### config.mk
export PLATFORM = sky130hd
export DESIGN_NAME = ccio_top
export DESIGN_NICKNAME = d
export VERILOG_FILES = /design/src/ccio_pkg.sv /design/src/ccio_top.sv
export SDC_FILE = /design/constraint.sdc
export NUM_CORES = 1
export LEC_CHECK = 0
export BUFFER_PORTS_ARGS = -buffer_cell sky130_fd_sc_hd__buf_2
export CORE_ASPECT_RATIO = 0.9
export CORE_UTILIZATION = 60
export DETAILED_ROUTE_END_ITERATION = 10
export PLACE_DENSITY = 0.8
export REMOVE_ABC_BUFFERS = 1
export SETUP_SLACK_MARGIN = 0.05
export SLEW_MARGIN = 20
export SYNTH_ARGS = -nofsm -noshare
export SYNTH_HDL_FRONTEND = slang
export SYNTH_SLANG_ARGS = --single-unit
### constraint.sdc
create_clock -name clk_i -period 1.57 [get_ports clk_i]
set_input_delay 0.157 -clock clk_i [delete_from_list [all_inputs] [get_ports clk_i]]
set_output_delay 0.157 -clock clk_i [all_outputs]
set_load 0.02 [all_outputs]
### src/ccio_pkg.sv
// constants, port codes and carrier types for the comm controller i/o logic
// assumes a single 10 MHz clock domain; all link inputs are sampled, tx data is a registered output
package ccio_pkg;
  localparam logic [2:0] OP_LINK = 3'h0;
  localparam logic [2:0] OP_HOST_STAT = 3'h1;
  localparam logic [2:0] OP_HOST_DATA = 3'h2;
  localparam logic [2:0] OP_RX_DATA = 3'h3;
  localparam logic [2:0] OP_ASYNC = 3'h4;
  localparam logic [2:0] OP_WR_LINK_CTL = 3'h0;
  localparam logic [2:0] OP_WR_HOST = 3'h1;
  localparam logic [2:0] OP_WR_FILL = 3'h2;
  localparam logic [2:0] OP_WR_TX = 3'h3;
  localparam logic [2:0] OP_WR_SYNC = 3'h5;
  localparam int CB_CLR_KEY = 7;
  localparam int CB_SYNC = 6;
  localparam int CB_CLR_TICK = 5;
  localparam int CB_LAST = 4;
  localparam int CB_CLR_ERR = 3;
  localparam int LC_TX_IE = 2;
  localparam int LC_RX_IE = 3;
  localparam int CLK_HZ = 10000000;
  localparam int TICK_MS = 8;
  localparam int TICK_CYC = CLK_HZ / 1000 * TICK_MS;
  localparam logic [15:0] VEC_IRQ = 16'h0010;
  localparam logic [15:0] VEC_RESET = 16'h0000;
  localparam logic [7:0] RST_BYTE = 8'h00;
  localparam logic [7:0] FILL_RST = 8'hff;

  typedef struct packed {
    logic [7:0] data;
    logic last;
  } ccio_host_byte_t;

  typedef struct packed {
    logic tick;
    logic dsr;
    logic dcd;
    logic cts;
    logic overrun;
    logic rx_rdy;
    logic tx_rdy;
    logic underrun;
  } ccio_link_stat_t;
endpackage : ccio_pkg

### src/ccio_top.sv
// comm controller i/o glue: processor port, host strobes, sync rx and tx
// assumes processor port signals are on clk_i; pins and modem clocks are async
// ========================================
// two-flop synchroniser
// ========================================
module ccio_sync (
  input wire logic clk_i,
  input wire logic rstn_i,
  input wire logic d_i,
  output logic q_o
);
  logic s1_q;
  always_ff @(posedge clk_i or negedge rstn_i) begin
    if (!rstn_i) begin
      s1_q <= 1'b0;
      q_o <= 1'b0;
    end else begin
      s1_q <= d_i;
      q_o <= s1_q;
    end
  end
endmodule : ccio_sync

// ========================================
// fifo toward the host
// ========================================
module ccio_fifo #(
  parameter int WIDTH = 9,
  parameter int DEPTH = 8
) (
  input wire logic clk_i,
  input wire logic rst_ni,
  input wire logic in_valid_i,
  output logic in_ready_o,
  input wire logic [WIDTH-1:0] in_data_i,
  output logic out_valid_o,
  input wire logic out_ready_i,
  output logic [WIDTH-1:0] out_data_o
);
  localparam int AW = $clog2(DEPTH);
  initial begin
    if (DEPTH < 2 || (1 << AW) != DEPTH) $error("depth must be a power of two");
  end
  logic [WIDTH-1:0] mem_q [DEPTH];
  logic [AW:0] wp_q, rp_q;
  wire do_wr = in_valid_i && in_ready_o;
  wire do_rd = out_valid_o && out_ready_i;
  assign in_ready_o = (wp_q - rp_q) != (AW+1)'(DEPTH);
  assign out_valid_o = wp_q != rp_q;
  assign out_data_o = mem_q[rp_q[AW-1:0]];
  always_ff @(posedge clk_i or negedge rst_ni) begin
    if (!rst_ni) begin
      wp_q <= '0;
      rp_q <= '0;
    end else begin
      if (do_wr) wp_q <= wp_q + 1'b1;
      if (do_rd) rp_q <= rp_q + 1'b1;
    end
  end
  always_ff @(posedge clk_i) begin
    if (do_wr) mem_q[wp_q[AW-1:0]] <= in_data_i;
  end
endmodule : ccio_fifo

// ========================================
// top
// ========================================
module ccio_top #(
  parameter int TICK_CYCLES = ccio_pkg::TICK_CYC
) (
  input wire logic clk_i,
  input wire logic rstn_i,
  // processor i/o port, one-cycle strobes
  input wire logic io_rd_i,
  input wire logic io_wr_i,
  input wire logic [7:0] io_operand_i,
  input wire logic [7:0] io_wdata_i,
  output logic [7:0] io_rdata_o,
  output logic irq_o,
  input wire logic cpu_inte_i,
  output logic cpu_trap_o,
  output logic [15:0] cpu_vector_o,
  output logic cpu_reset_o,
  // host side
  input wire logic [7:0] host_data_i,
  input wire logic command_strobe_i,
  input wire logic output_byte_strobe_i,
  input wire logic host_ready_i,
  input wire logic host_select_i,
  input wire logic host_reset_key_i,
  output logic device_ready_o,
  output logic [7:0] host_out_data_o,
  output logic host_input_strobe_o,
  output logic last_byte_flag_o,
  output logic host_fifo_ready_o,
  // modem side
  input wire logic rx_data_i,
  input wire logic rx_sup_data_i,
  input wire logic rx_clk_i,
  input wire logic tx_clk_i,
  input wire logic cts_i,
  input wire logic dcd_i,
  input wire logic dsr_i,
  output logic tx_data_o
);
  initial begin
    if (TICK_CYCLES < 2) $error("tick period too short");
  end

  // ========================================
  // reset and input synchronisers
  // ========================================
  logic rs1_q, rs2_q, mrst_q;
  always_ff @(posedge clk_i or negedge rstn_i) begin
    if (!rstn_i) begin
      rs1_q <= 1'b0;
      rs2_q <= 1'b0;
    end else begin
      rs1_q <= 1'b1;
      rs2_q <= rs1_q;
    end
  end
  wire rst_n = rs2_q;
  // master reset, after the command strobe that asked for it
  wire mrst_n = rst_n && !mrst_q;

  localparam int NS = 11;
  logic [NS-1:0] raw_w, syn_w;
  assign raw_w = {command_strobe_i, output_byte_strobe_i, host_ready_i, host_select_i,
                  host_reset_key_i, rx_data_i, rx_sup_data_i, rx_clk_i, tx_clk_i,
                  cts_i, dcd_i};
  for (genvar g = 0; g < NS; g++) begin : g_sync
    ccio_sync u_s (.clk_i(clk_i), .rstn_i(rst_n), .d_i(raw_w[g]), .q_o(syn_w[g]));
  end
  logic dsr_s;
  ccio_sync u_dsr (.clk_i(clk_i), .rstn_i(rst_n), .d_i(dsr_i), .q_o(dsr_s));
  wire cbs_s = syn_w[10];
  wire obs_s = syn_w[9];
  wire hrdy_s = syn_w[8];
  wire hsel_s = syn_w[7];
  wire key_s = syn_w[6];
  wire rxd_s = syn_w[5];
  wire rxsup_s = syn_w[4];
  wire rxc_s = syn_w[3];
  wire txc_s = syn_w[2];
  wire cts_s = syn_w[1];
  wire dcd_s = syn_w[0];

  logic cbs_p_q, obs_p_q, key_p_q, rxc_p_q, txc_p_q;
  always_ff @(posedge clk_i or negedge rstn_i) begin
    if (!rstn_i) begin
      cbs_p_q <= 1'b0;
      obs_p_q <= 1'b0;
      key_p_q <= 1'b0;
      rxc_p_q <= 1'b0;
      txc_p_q <= 1'b0;
    end else begin
      cbs_p_q <= cbs_s;
      obs_p_q <= obs_s;
      key_p_q <= key_s;
      rxc_p_q <= rxc_s;
      txc_p_q <= txc_s;
    end
  end
  wire cbs_ev = cbs_s && !cbs_p_q;
  wire obs_ev = obs_s && !obs_p_q;
  wire key_ev = key_s && !key_p_q;
  wire rx_fall = rxc_p_q && !rxc_s;
  wire tx_rise = txc_s && !txc_p_q;

  // ========================================
  // operand decode
  // ========================================
  wire io_any = io_rd_i || io_wr_i;
  wire [2:0] opc = io_operand_i[2:0];
  wire clr_key = io_any && io_operand_i[ccio_pkg::CB_CLR_KEY];
  wire start_sync = io_any && io_operand_i[ccio_pkg::CB_SYNC];
  wire clr_tick = io_any && io_operand_i[ccio_pkg::CB_CLR_TICK];
  wire clr_err = io_any && io_operand_i[ccio_pkg::CB_CLR_ERR];
  wire rd_hdata = io_rd_i && opc == ccio_pkg::OP_HOST_DATA;
  wire rd_rx = io_rd_i && opc == ccio_pkg::OP_RX_DATA;
  wire wr_lctl = io_wr_i && opc == ccio_pkg::OP_WR_LINK_CTL;
  wire wr_host = io_wr_i && opc == ccio_pkg::OP_WR_HOST;
  wire wr_fill = io_wr_i && opc == ccio_pkg::OP_WR_FILL;
  wire wr_tx = io_wr_i && opc == ccio_pkg::OP_WR_TX;
  wire wr_sync = io_wr_i && opc == ccio_pkg::OP_WR_SYNC;

  // ========================================
  // host interface state
  // ========================================
  logic [7:0] hdata_q;
  logic obs_seen_q, cbs_seen_q, key_q, dev_rdy_q;
  wire host_ev = cbs_ev || obs_ev;
  always_ff @(posedge clk_i or negedge rstn_i) begin
    if (!rstn_i) begin
      hdata_q <= ccio_pkg::RST_BYTE;
      obs_seen_q <= 1'b0;
      cbs_seen_q <= 1'b0;
      key_q <= 1'b0;
      dev_rdy_q <= 1'b1;
      mrst_q <= 1'b0;
    end else begin
      if (host_ev) hdata_q <= host_data_i;
      obs_seen_q <= obs_ev || (obs_seen_q && !rd_hdata);
      cbs_seen_q <= cbs_ev || (cbs_seen_q && !rd_hdata);
      dev_rdy_q <= host_ev ? 1'b0 : (rd_hdata ? 1'b1 : dev_rdy_q);
      key_q <= key_ev || (key_q && !clr_key);
      mrst_q <= cbs_ev && host_data_i[7];
    end
  end
  wire hrdy_live = hrdy_s && hsel_s;

  // ========================================
  // link control, tick timer
  // ========================================
  logic tx_ie_q, rx_ie_q, tick_q;
  logic [31:0] tcnt_q;
  wire tick_ev = tcnt_q == 32'(TICK_CYCLES - 1);
  always_ff @(posedge clk_i or negedge rstn_i) begin
    if (!rstn_i) begin
      tx_ie_q <= 1'b0;
      rx_ie_q <= 1'b0;
      tick_q <= 1'b0;
      tcnt_q <= '0;
    end else if (!mrst_n) begin
      tx_ie_q <= 1'b0;
      rx_ie_q <= 1'b0;
      tick_q <= 1'b0;
      tcnt_q <= '0;
    end else begin
      if (wr_lctl) begin
        tx_ie_q <= io_wdata_i[ccio_pkg::LC_TX_IE];
        rx_ie_q <= io_wdata_i[ccio_pkg::LC_RX_IE];
      end
      tcnt_q <= tick_ev ? '0 : tcnt_q + 1'b1;
      tick_q <= tick_ev || (tick_q && !clr_tick);
    end
  end

  // ========================================
  // receiver
  // ========================================
  logic [7:0] rsh_q, rbuf_q, smatch_q;
  logic [2:0] rcnt_q;
  logic insync_q, rx_rdy_q, ovr_q;
  wire [7:0] rsh_n = {rxd_s, rsh_q[7:1]};
  wire hunt_hit = rx_fall && !insync_q && rsh_n == smatch_q;
  wire rx_done = rx_fall && insync_q && rcnt_q == 3'h7;
  always_ff @(posedge clk_i or negedge rstn_i) begin
    if (!rstn_i) begin
      rsh_q <= ccio_pkg::RST_BYTE;
      rbuf_q <= ccio_pkg::RST_BYTE;
      smatch_q <= ccio_pkg::RST_BYTE;
      rcnt_q <= '0;
      insync_q <= 1'b0;
      rx_rdy_q <= 1'b0;
      ovr_q <= 1'b0;
    end else if (!mrst_n) begin
      rcnt_q <= '0;
      insync_q <= 1'b0;
      rx_rdy_q <= 1'b0;
      ovr_q <= 1'b0;
    end else begin
      if (wr_sync) smatch_q <= io_wdata_i;
      if (rx_fall) rsh_q <= rsh_n;
      if (start_sync) begin
        insync_q <= 1'b0;
      end else if (hunt_hit) begin
        insync_q <= 1'b1;
        rcnt_q <= '0;
      end else if (rx_fall && insync_q) begin
        rcnt_q <= rcnt_q + 1'b1;
      end
      if (rx_done) rbuf_q <= rsh_n;
      rx_rdy_q <= rx_done || (rx_rdy_q && !rd_rx);
      ovr_q <= (rx_done && rx_rdy_q && !rd_rx) || (ovr_q && !clr_err);
    end
  end

  // ========================================
  // transmitter
  // ========================================
  logic [7:0] tbuf_q, fill_q, tsh_q;
  logic [2:0] tcnt8_q;
  logic tbuf_full_q, tx_rdy_q, und_q, txd_q;
  wire tx_reload = tx_rise && tcnt8_q == 3'h7;
  wire tx_take = tx_reload && tbuf_full_q;
  wire tx_fill = tx_reload && !tbuf_full_q;
  always_ff @(posedge clk_i or negedge rstn_i) begin
    if (!rstn_i) begin
      tbuf_q <= ccio_pkg::RST_BYTE;
      fill_q <= ccio_pkg::FILL_RST;
      tsh_q <= ccio_pkg::FILL_RST;
      tcnt8_q <= '0;
      tbuf_full_q <= 1'b0;
      tx_rdy_q <= 1'b1;
      und_q <= 1'b0;
      txd_q <= 1'b1;
    end else if (!mrst_n) begin
      tcnt8_q <= '0;
      tbuf_full_q <= 1'b0;
      tx_rdy_q <= 1'b1;
      und_q <= 1'b0;
      txd_q <= 1'b1;
    end else begin
      if (wr_fill) fill_q <= io_wdata_i;
      if (wr_tx) tbuf_q <= io_wdata_i;
      tbuf_full_q <= wr_tx || (tbuf_full_q && !tx_take);
      tx_rdy_q <= wr_tx ? 1'b0 : (tx_take ? 1'b1 : tx_rdy_q);
      if (tx_rise) begin
        tcnt8_q <= tcnt8_q + 1'b1;
        txd_q <= cts_s ? tsh_q[0] : 1'b1;
        tsh_q <= tx_take ? tbuf_q : (tx_fill ? fill_q : {1'b1, tsh_q[7:1]});
      end else if (!cts_s) begin
        txd_q <= 1'b1;
      end
      und_q <= tx_fill || (und_q && !clr_err);
    end
  end

  // ========================================
  // bytes toward the host
  // ========================================
  ccio_pkg::ccio_host_byte_t hin_w, hout_w;
  logic hout_valid, hin_ready, strobe_q;
  assign hin_w = '{data: io_wdata_i, last: io_operand_i[ccio_pkg::CB_LAST]};
  ccio_fifo #(.WIDTH(9), .DEPTH(8)) u_fifo (
    .clk_i(clk_i),
    .rst_ni(mrst_n),
    .in_valid_i(wr_host),
    .in_ready_o(hin_ready),
    .in_data_i(hin_w),
    .out_valid_o(hout_valid),
    .out_ready_i(hrdy_live && !strobe_q),
    .out_data_o(hout_w)
  );
  always_ff @(posedge clk_i or negedge rstn_i) begin
    if (!rstn_i) begin
      strobe_q <= 1'b0;
      host_out_data_o <= ccio_pkg::RST_BYTE;
      last_byte_flag_o <= 1'b0;
      host_fifo_ready_o <= 1'b0;
    end else begin
      strobe_q <= hout_valid && hrdy_live && !strobe_q;
      if (hout_valid && hrdy_live && !strobe_q) begin
        host_out_data_o <= hout_w.data;
        last_byte_flag_o <= hout_w.last;
      end
      host_fifo_ready_o <= hin_ready;
    end
  end
  assign host_input_strobe_o = strobe_q;

  // ========================================
  // read mux and processor outputs
  // ========================================
  ccio_pkg::ccio_link_stat_t lstat_w;
  assign lstat_w = '{tick: tick_q, dsr: dsr_s, dcd: dcd_s, cts: cts_s, overrun: ovr_q,
                     rx_rdy: rx_rdy_q, tx_rdy: tx_rdy_q, underrun: und_q};
  wire [7:0] hstat_w = {4'h0, hrdy_live, key_q, cbs_seen_q, obs_seen_q};
  // parity and framing only exist in async mode, read as zero here
  wire [7:0] astat_w = {4'h0, rxsup_s, rxd_s, 1'b0, 1'b0};
  wire [7:0] rsel_w = (opc == ccio_pkg::OP_LINK) ? lstat_w :
                      (opc == ccio_pkg::OP_HOST_STAT) ? hstat_w :
                      (opc == ccio_pkg::OP_HOST_DATA) ? hdata_q :
                      (opc == ccio_pkg::OP_RX_DATA) ? rbuf_q :
                      (opc == ccio_pkg::OP_ASYNC) ? astat_w : 8'h00;
  wire irq_w = (rx_rdy_q && rx_ie_q) || (tx_rdy_q && tx_ie_q);
  always_ff @(posedge clk_i or negedge rstn_i) begin
    if (!rstn_i) begin
      io_rdata_o <= ccio_pkg::RST_BYTE;
      irq_o <= 1'b0;
      cpu_trap_o <= 1'b0;
      cpu_vector_o <= ccio_pkg::VEC_RESET;
      cpu_reset_o <= 1'b0;
      device_ready_o <= 1'b1;
      tx_data_o <= 1'b1;
    end else begin
      if (io_rd_i) io_rdata_o <= rsel_w;
      irq_o <= irq_w;
      cpu_trap_o <= irq_w && cpu_inte_i;
      cpu_vector_o <= mrst_q ? ccio_pkg::VEC_RESET : ccio_pkg::VEC_IRQ;
      cpu_reset_o <= mrst_q;
      device_ready_o <= dev_rdy_q;
      tx_data_o <= txd_q;
    end
  end
endmodule : ccio_top

# Word level (Yosys, flattened, before mapping)
# Memories as Yosys holds them, arrays and structs flattened. A register that Yosys moved wholly into a read port is not among the register bits.
# Index checks and enable logic that the tools add are counted.
# totals
mem_count	1
ff_bits	168
mem_bits_rw	72
elab_cells	211
output_inout_bits	40
# classes
n_reduce_logical	80
n_addsub	6
muxes	39
n_eq_ne	18
# mem_list
name	depth	word_bits	read_ports	rd_ports_with_merged_regs	write_ports	line	rtl
u_fifo.mem_q	8	9	1	1	1	ccio_top.sv:44	logic [WIDTH-1:0] mem_q [DEPTH];
# ops
cell	count
$mux W32	2
$mux W8	6
$logic_and A1 B1 Y1	44
$add A32 B1 Y32 const B	1
$eq A32 B17 Y1 const B	1
$mux W1	23
$mux W3	6
$logic_not A1 Y1	16
$reduce_and A2 Y1	7
$eq A3 B3 Y1 const B	4
$ne A3 B3 Y1 const B	4
$logic_or A1 B1 Y1	11
$add A4 B1 Y4 const B	2
$eq A8 B8 Y1	1
$add A3 B1 Y3 const B	2
$eq A3 B2 Y1 const B	2
$ne A2 B2 Y1 const B	3
$mux W5	1
$mux W4	1
$ne A4 B4 Y1	1
$ne A4 B4 Y1 const B	1
$sub A4 B4 Y4	1
$eq A3 B1 Y1 const B	1
$logic_not A3 Y1	1
$reduce_bool A2 Y1	1

# Logic depth before layout (Yosys ltp)
# depth
ltp_word	8
mapped_depth	8
ltp_nobuf	6

# Hierarchy
# A second synthesis with hierarchy kept.
# unflattened
cells_unflattened	737
area_unflattened_um2	10146.0
# by_module_without_submodules
mod	instances	area_each_um2	seq_area_each_um2	cells_each
ccio_top	1	6254.7	3529.6	533
ccio_fifo	1	3290.7	2362.3	180
ccio_sync	12	50.0	50.0	2

# Least setup slack after synthesis
# No wires, ideal clock.
# synth_timing
path_kind	register -> register
from	register u_fifo.rp_q[1]
to	memory u_fifo.mem_q[2][0], enable pin
setup_time_ns	0.403
t_arrival_ns	3.090
synth_period_minus_slack_ns	3.493
setup_slack_ns	-1.923
path_stages_with_launch	9
path_cell_list	dfrtp_1 clkbuf_1 inv_1 ha_1 and3b_1 and4_1 or3b_1 clkbuf_1 nor4b_1
# synth_between
elab_chain_cells	5
# synth_rtl
item	line	rtl
start: declaration	ccio_top.sv:45	logic [AW:0] wp_q, rp_q;
start signal: assignment	ccio_top.sv:57	if (do_rd) rp_q <= rp_q + 1'b1;
$sub A4 B4 Y4	ccio_top.sv:48	assign in_ready_o = (wp_q - rp_q) != (AW+1)'(DEPTH);
$ne A4 B4 Y1	ccio_top.sv:48	
$logic_and A1 B1 Y1	ccio_top.sv:46	wire do_wr = in_valid_i && in_ready_o;
$mux W1	ccio_top.sv:61	if (do_wr) mem_q[wp_q[AW-1:0]] <= in_data_i;
$mux W1 (implied by the code)	ccio_top.sv:61	
end: declaration	ccio_top.sv:44	
# No other way between the ends.

# Final worst setup path
# layout_timing
from	register u_fifo.wp_q[0]
to	memory u_fifo.mem_q[1][3], enable pin
# layout_between
elab_chain_cells	5
# layout_rtl
item	line	rtl
start: declaration	ccio_top.sv:45	
start signal: assignment	ccio_top.sv:56	if (do_wr) wp_q <= wp_q + 1'b1;
$sub A4 B4 Y4	ccio_top.sv:48	
$ne A4 B4 Y1	ccio_top.sv:48	
$logic_and A1 B1 Y1	ccio_top.sv:46	
$mux W1	ccio_top.sv:61	
$mux W1 (implied by the code)	ccio_top.sv:61	
# Parallel ways exist; a longest one is shown, timed or not.

==> impl_metrics.py <==
metrics = {
    "clock_tree": {
        "cts_buffer_depth": 3,
        "tritoncts": "built",
        "clk_latency_ns": 0.52,
        "root_buffer": "clkbuf_16",
        "cts_sinks": 244,
        "path_clk_slew_ns": 0.07,
        "htree_levels": 1,
        "cts_buffers": 24,
    },
    "drt": {
        "firstDrtPassIters": 6,
        "drtIter0Drc": 763,
        "post_drt_wl_per_cell_um": 26.4,
        "wl_um": 32900,
        "drc": 0,
        "viasPerCell": 6.56,
        "num_vias": 8160,
        "ant_nets": 0,
    },
    "layout": {
        "areaGrowthSynthToFinish_pct": 37.7,
        "stdcell_area_sq_um": 14100,
        "drive_gt1_share_pct": 48.7,
        "final_nets": 1070,
        "n_antenna_cell": 0,
    },
    "yosys": {
        "synth_top_cell_by_area": "dfrtp_1",
        "synthArstFlopShare_pct": 70.5,
        "post-synth-top-count-cell": "dfrtp_1",
        "yosysWarnings": 0,
        "syn_area_sq_um": 10200,
        "synth_edf_count": 72,
        "synth_common_cells": "151 x dfrtp_1, 72 x edfxtp_1, 62 x nand2_1",
        "synth_ff_type": "dfrtp_1",
        "synth-seq-area-share_pct": 63.6,
        "netlist.area_leader.share_pct": 37.0,
        "syn_area_per_cell_sq_um": 13.4,
        "synth_area_leaders": "dfrtp_1 37%, edfxtp_1 21%, mux2_2 5.8%",
        "synth_seq_cells": 244,
        "synth.distinct_cells": 56,
        "netlist_instances": 764,
    },
    "power": {
        "power.density_nw_per_um2": 1350,
        "vdd_drop_max_mv": 1.14,
        "leakagePower_nw": 5.86,
    },
    "outcome": {
        "status": "complete, but fails checks",
        "violations": "negative setup slack",
    },
    "worst_setup_path": {
        "cp_max_fo": 8,
        "required_ns": 1.81,
        "worstSetupStartpointType": "flip-flop",
        "end_kind": "flip-flop",
        "path_class": "flip-flop to flip-flop",
        "cp.arrival_ns": 2.63,
    },
    "placement": {
        "dp_hpwl_um": 15700,
        "numPortBuffers": 65,
        "gp_congestion": 0.850,
        "post_dp_cell_area_sq_um": 11500,
    },
    "timing": {
        "fin_crit_ns": 2.39,
        "tightest_slew_ns": 0.675,
        "fmax_mhz": 418,
        "worst_slack_ns": -0.821,
        "final-max-slew-violation-count": 0,
        "setup_violations": 127,
        "clock-skew-final_ns": 0.0114,
        "finalCritPeriodShare_pct": 152,
        "hold_ws_ns": 0.0303,
        "hold_violations": 0,
        "rsz0062_at_grt": "yes",
        "max-slew-margin-rel_pct": 55.0,
    },
    "die": {
        "ioPinCount": 81,
        "die_y_um": 126,
        "die_w_um": 140,
        "die_area_sq_um": 17600,
        "core_sq_um": 16400,
        "start_util_pct": 62.3,
        "rows": 44,
    },
    "global_route": {
        "first_global_vias": 8226,
        "antenna_found_initial": 0,
        "grt_overflow": 0,
        "grt_pass1_wl_um": 45300,
        "grt_max_degree": 46,
        "track_usage_pct": 33.9,
    },
    "min_path": {
        "hold_path_class": "input port to flip-flop",
    },
    "flow_run": {
        "maxCapViolations": 0,
    },
}
power breakdown:
part | leakage [nW] | internal [mW] | switching (mW) | total (mW)
logic | 2.67 | 2.36 | 2.56 | 4.92
clock network | 0.409 | 3.70 | 2.55 | 6.25
registers | 2.78 | 7.28 | 0.551 | 7.83
total | 5.86 | 13.3 | 5.66 | 19.0
area by class of cell:
class                      instances  area (sq um)
tap                              207           259
clock inverter                    12           163
sequential                       244          6490
inverter                          21          85.1
multi-input combinational        465          4280
fill                             651          2340
clock buffer                      31           678
timing repair buffer             263          2110
worst max-delay path: stages (launching register included):
cell     delay (ns)
dfrtp_1        0.38
inv_1          0.11
ha_4           0.22
and3b_1        0.20
and4_4         0.15
or3b_4         0.46
buf_4          0.18
nor3_4         0.24
buf_6          0.17
final timing paths:
kind | cells after the start | slack, ns | start | to
max | 8 | -0.82 | u_fifo.wp_q[0]$_DFFE_PN0P_ | u_fifo.mem_q[1][3]$_DFFE_PP_
min | 1 | 0.03 | io_wdata_i[1] | u_fifo.mem_q[3][2]$_DFFE_PP_
max reg2reg | 8 | -0.82 | u_fifo.wp_q[0]$_DFFE_PN0P_ | u_fifo.mem_q[1][3]$_DFFE_PP_
min reg2reg | 0 | 0.34 | g_sync[3].u_s.s1_q$_DFF_PN0_ | g_sync[3].u_s.q_o$_DFF_PN0_
max in group asynchronous | 3 | 0.77 | rstn_i | device_ready_o$_DFF_PN1_
min in group asynchronous | 2 | 0.12 | rstn_i | smatch_q[1]$_DFFE_PN0P_
registers in the layout (all words and copies together) (netlist names), 3 cells and up:
signal	flops
u_fifo.mem_q	72
fill_q	8
hdata_q	8
io_rdata_o	8
g_sync.u_s.q_o	11
rbuf_q	8
rsh_q	7
tcnt8_q	3
tsh_q	8
tbuf_q	8
smatch_q	8
u_fifo.rp_q	4
rcnt_q	3
host_out_data_o	8
u_fifo.wp_q	4
g_sync.u_s.s1_q	11
tcnt_q	32
kinds of logic (layout without fill, tap and decap cells):
kind of cell	count (synthesis)	after routing	synth area share, %
compound gates	103	103	6.63
xor+xnor	29	29	2.62
fa+ha+maj	10	10	1.22
buf+inv	70	327	3.22
flops	244	244	63.6
mux	80	80	11.1
other cells	2	16	0.0735
simple gates	226	227	11.6
per-stage QoR:
step	util, %	TNS (ns)	instances	setup WS, ns	power [mW]
2_1_floorplan	-	-254.59	729	-2.19	9.98
3_3_place_gp	70.2	-70.80	1113	-0.893	11.3
3_5_place_dp	70.2	-77.05	1113	-0.944	11.5
4_1_cts	81.8	-56.14	1224	-0.738	18.1
5_1_grt	85.8	-74.80	1243	-0.879	19.5
6_report	85.8	-69.11	1243	-0.821	19.0
metal layers:
layer / part of all wire (%) / track usage (%) / routed length [um] / vias up
li1: - / - / - / 3297
met1: 36 / 42.9 / 12000 / 4158
met2: 51 / 58.9 / 16600 / 535
met3: 7.2 / 4.87 / 2360 / 170
met4: 5.8 / 14.8 / 1920 / 0
met5: 0 / 0 / 0 / -
layout by cell type, fill, tap and decap left out, types with 25 or more instances in the layout:
cell type | Yosys | routed
buf_4 | 15 | 129
dlygate4sd3_1 | 0 | 26
mux2_2 | 53 | 36
dfrtp_1 | 151 | 150
buf_2 | 2 | 64
buf_6 | 1 | 35
edfxtp_1 | 72 | 72
clkbuf_16 | 0 | 25
nor2_1 | 45 | 25
nand2_1 | 62 | 54
repair_timing:
item                                    in CTS  in global routing
resized for setup                          113                130
cloned                                       9                  1
endpoints found under the setup margin     174                161
endpoints found under the hold margin      171                  0
buffers inserted                            34                 29
hold buffers                                26                  0
pin swaps                                   41                 33
Note: power is estimated with default switching activity, not from simulation.
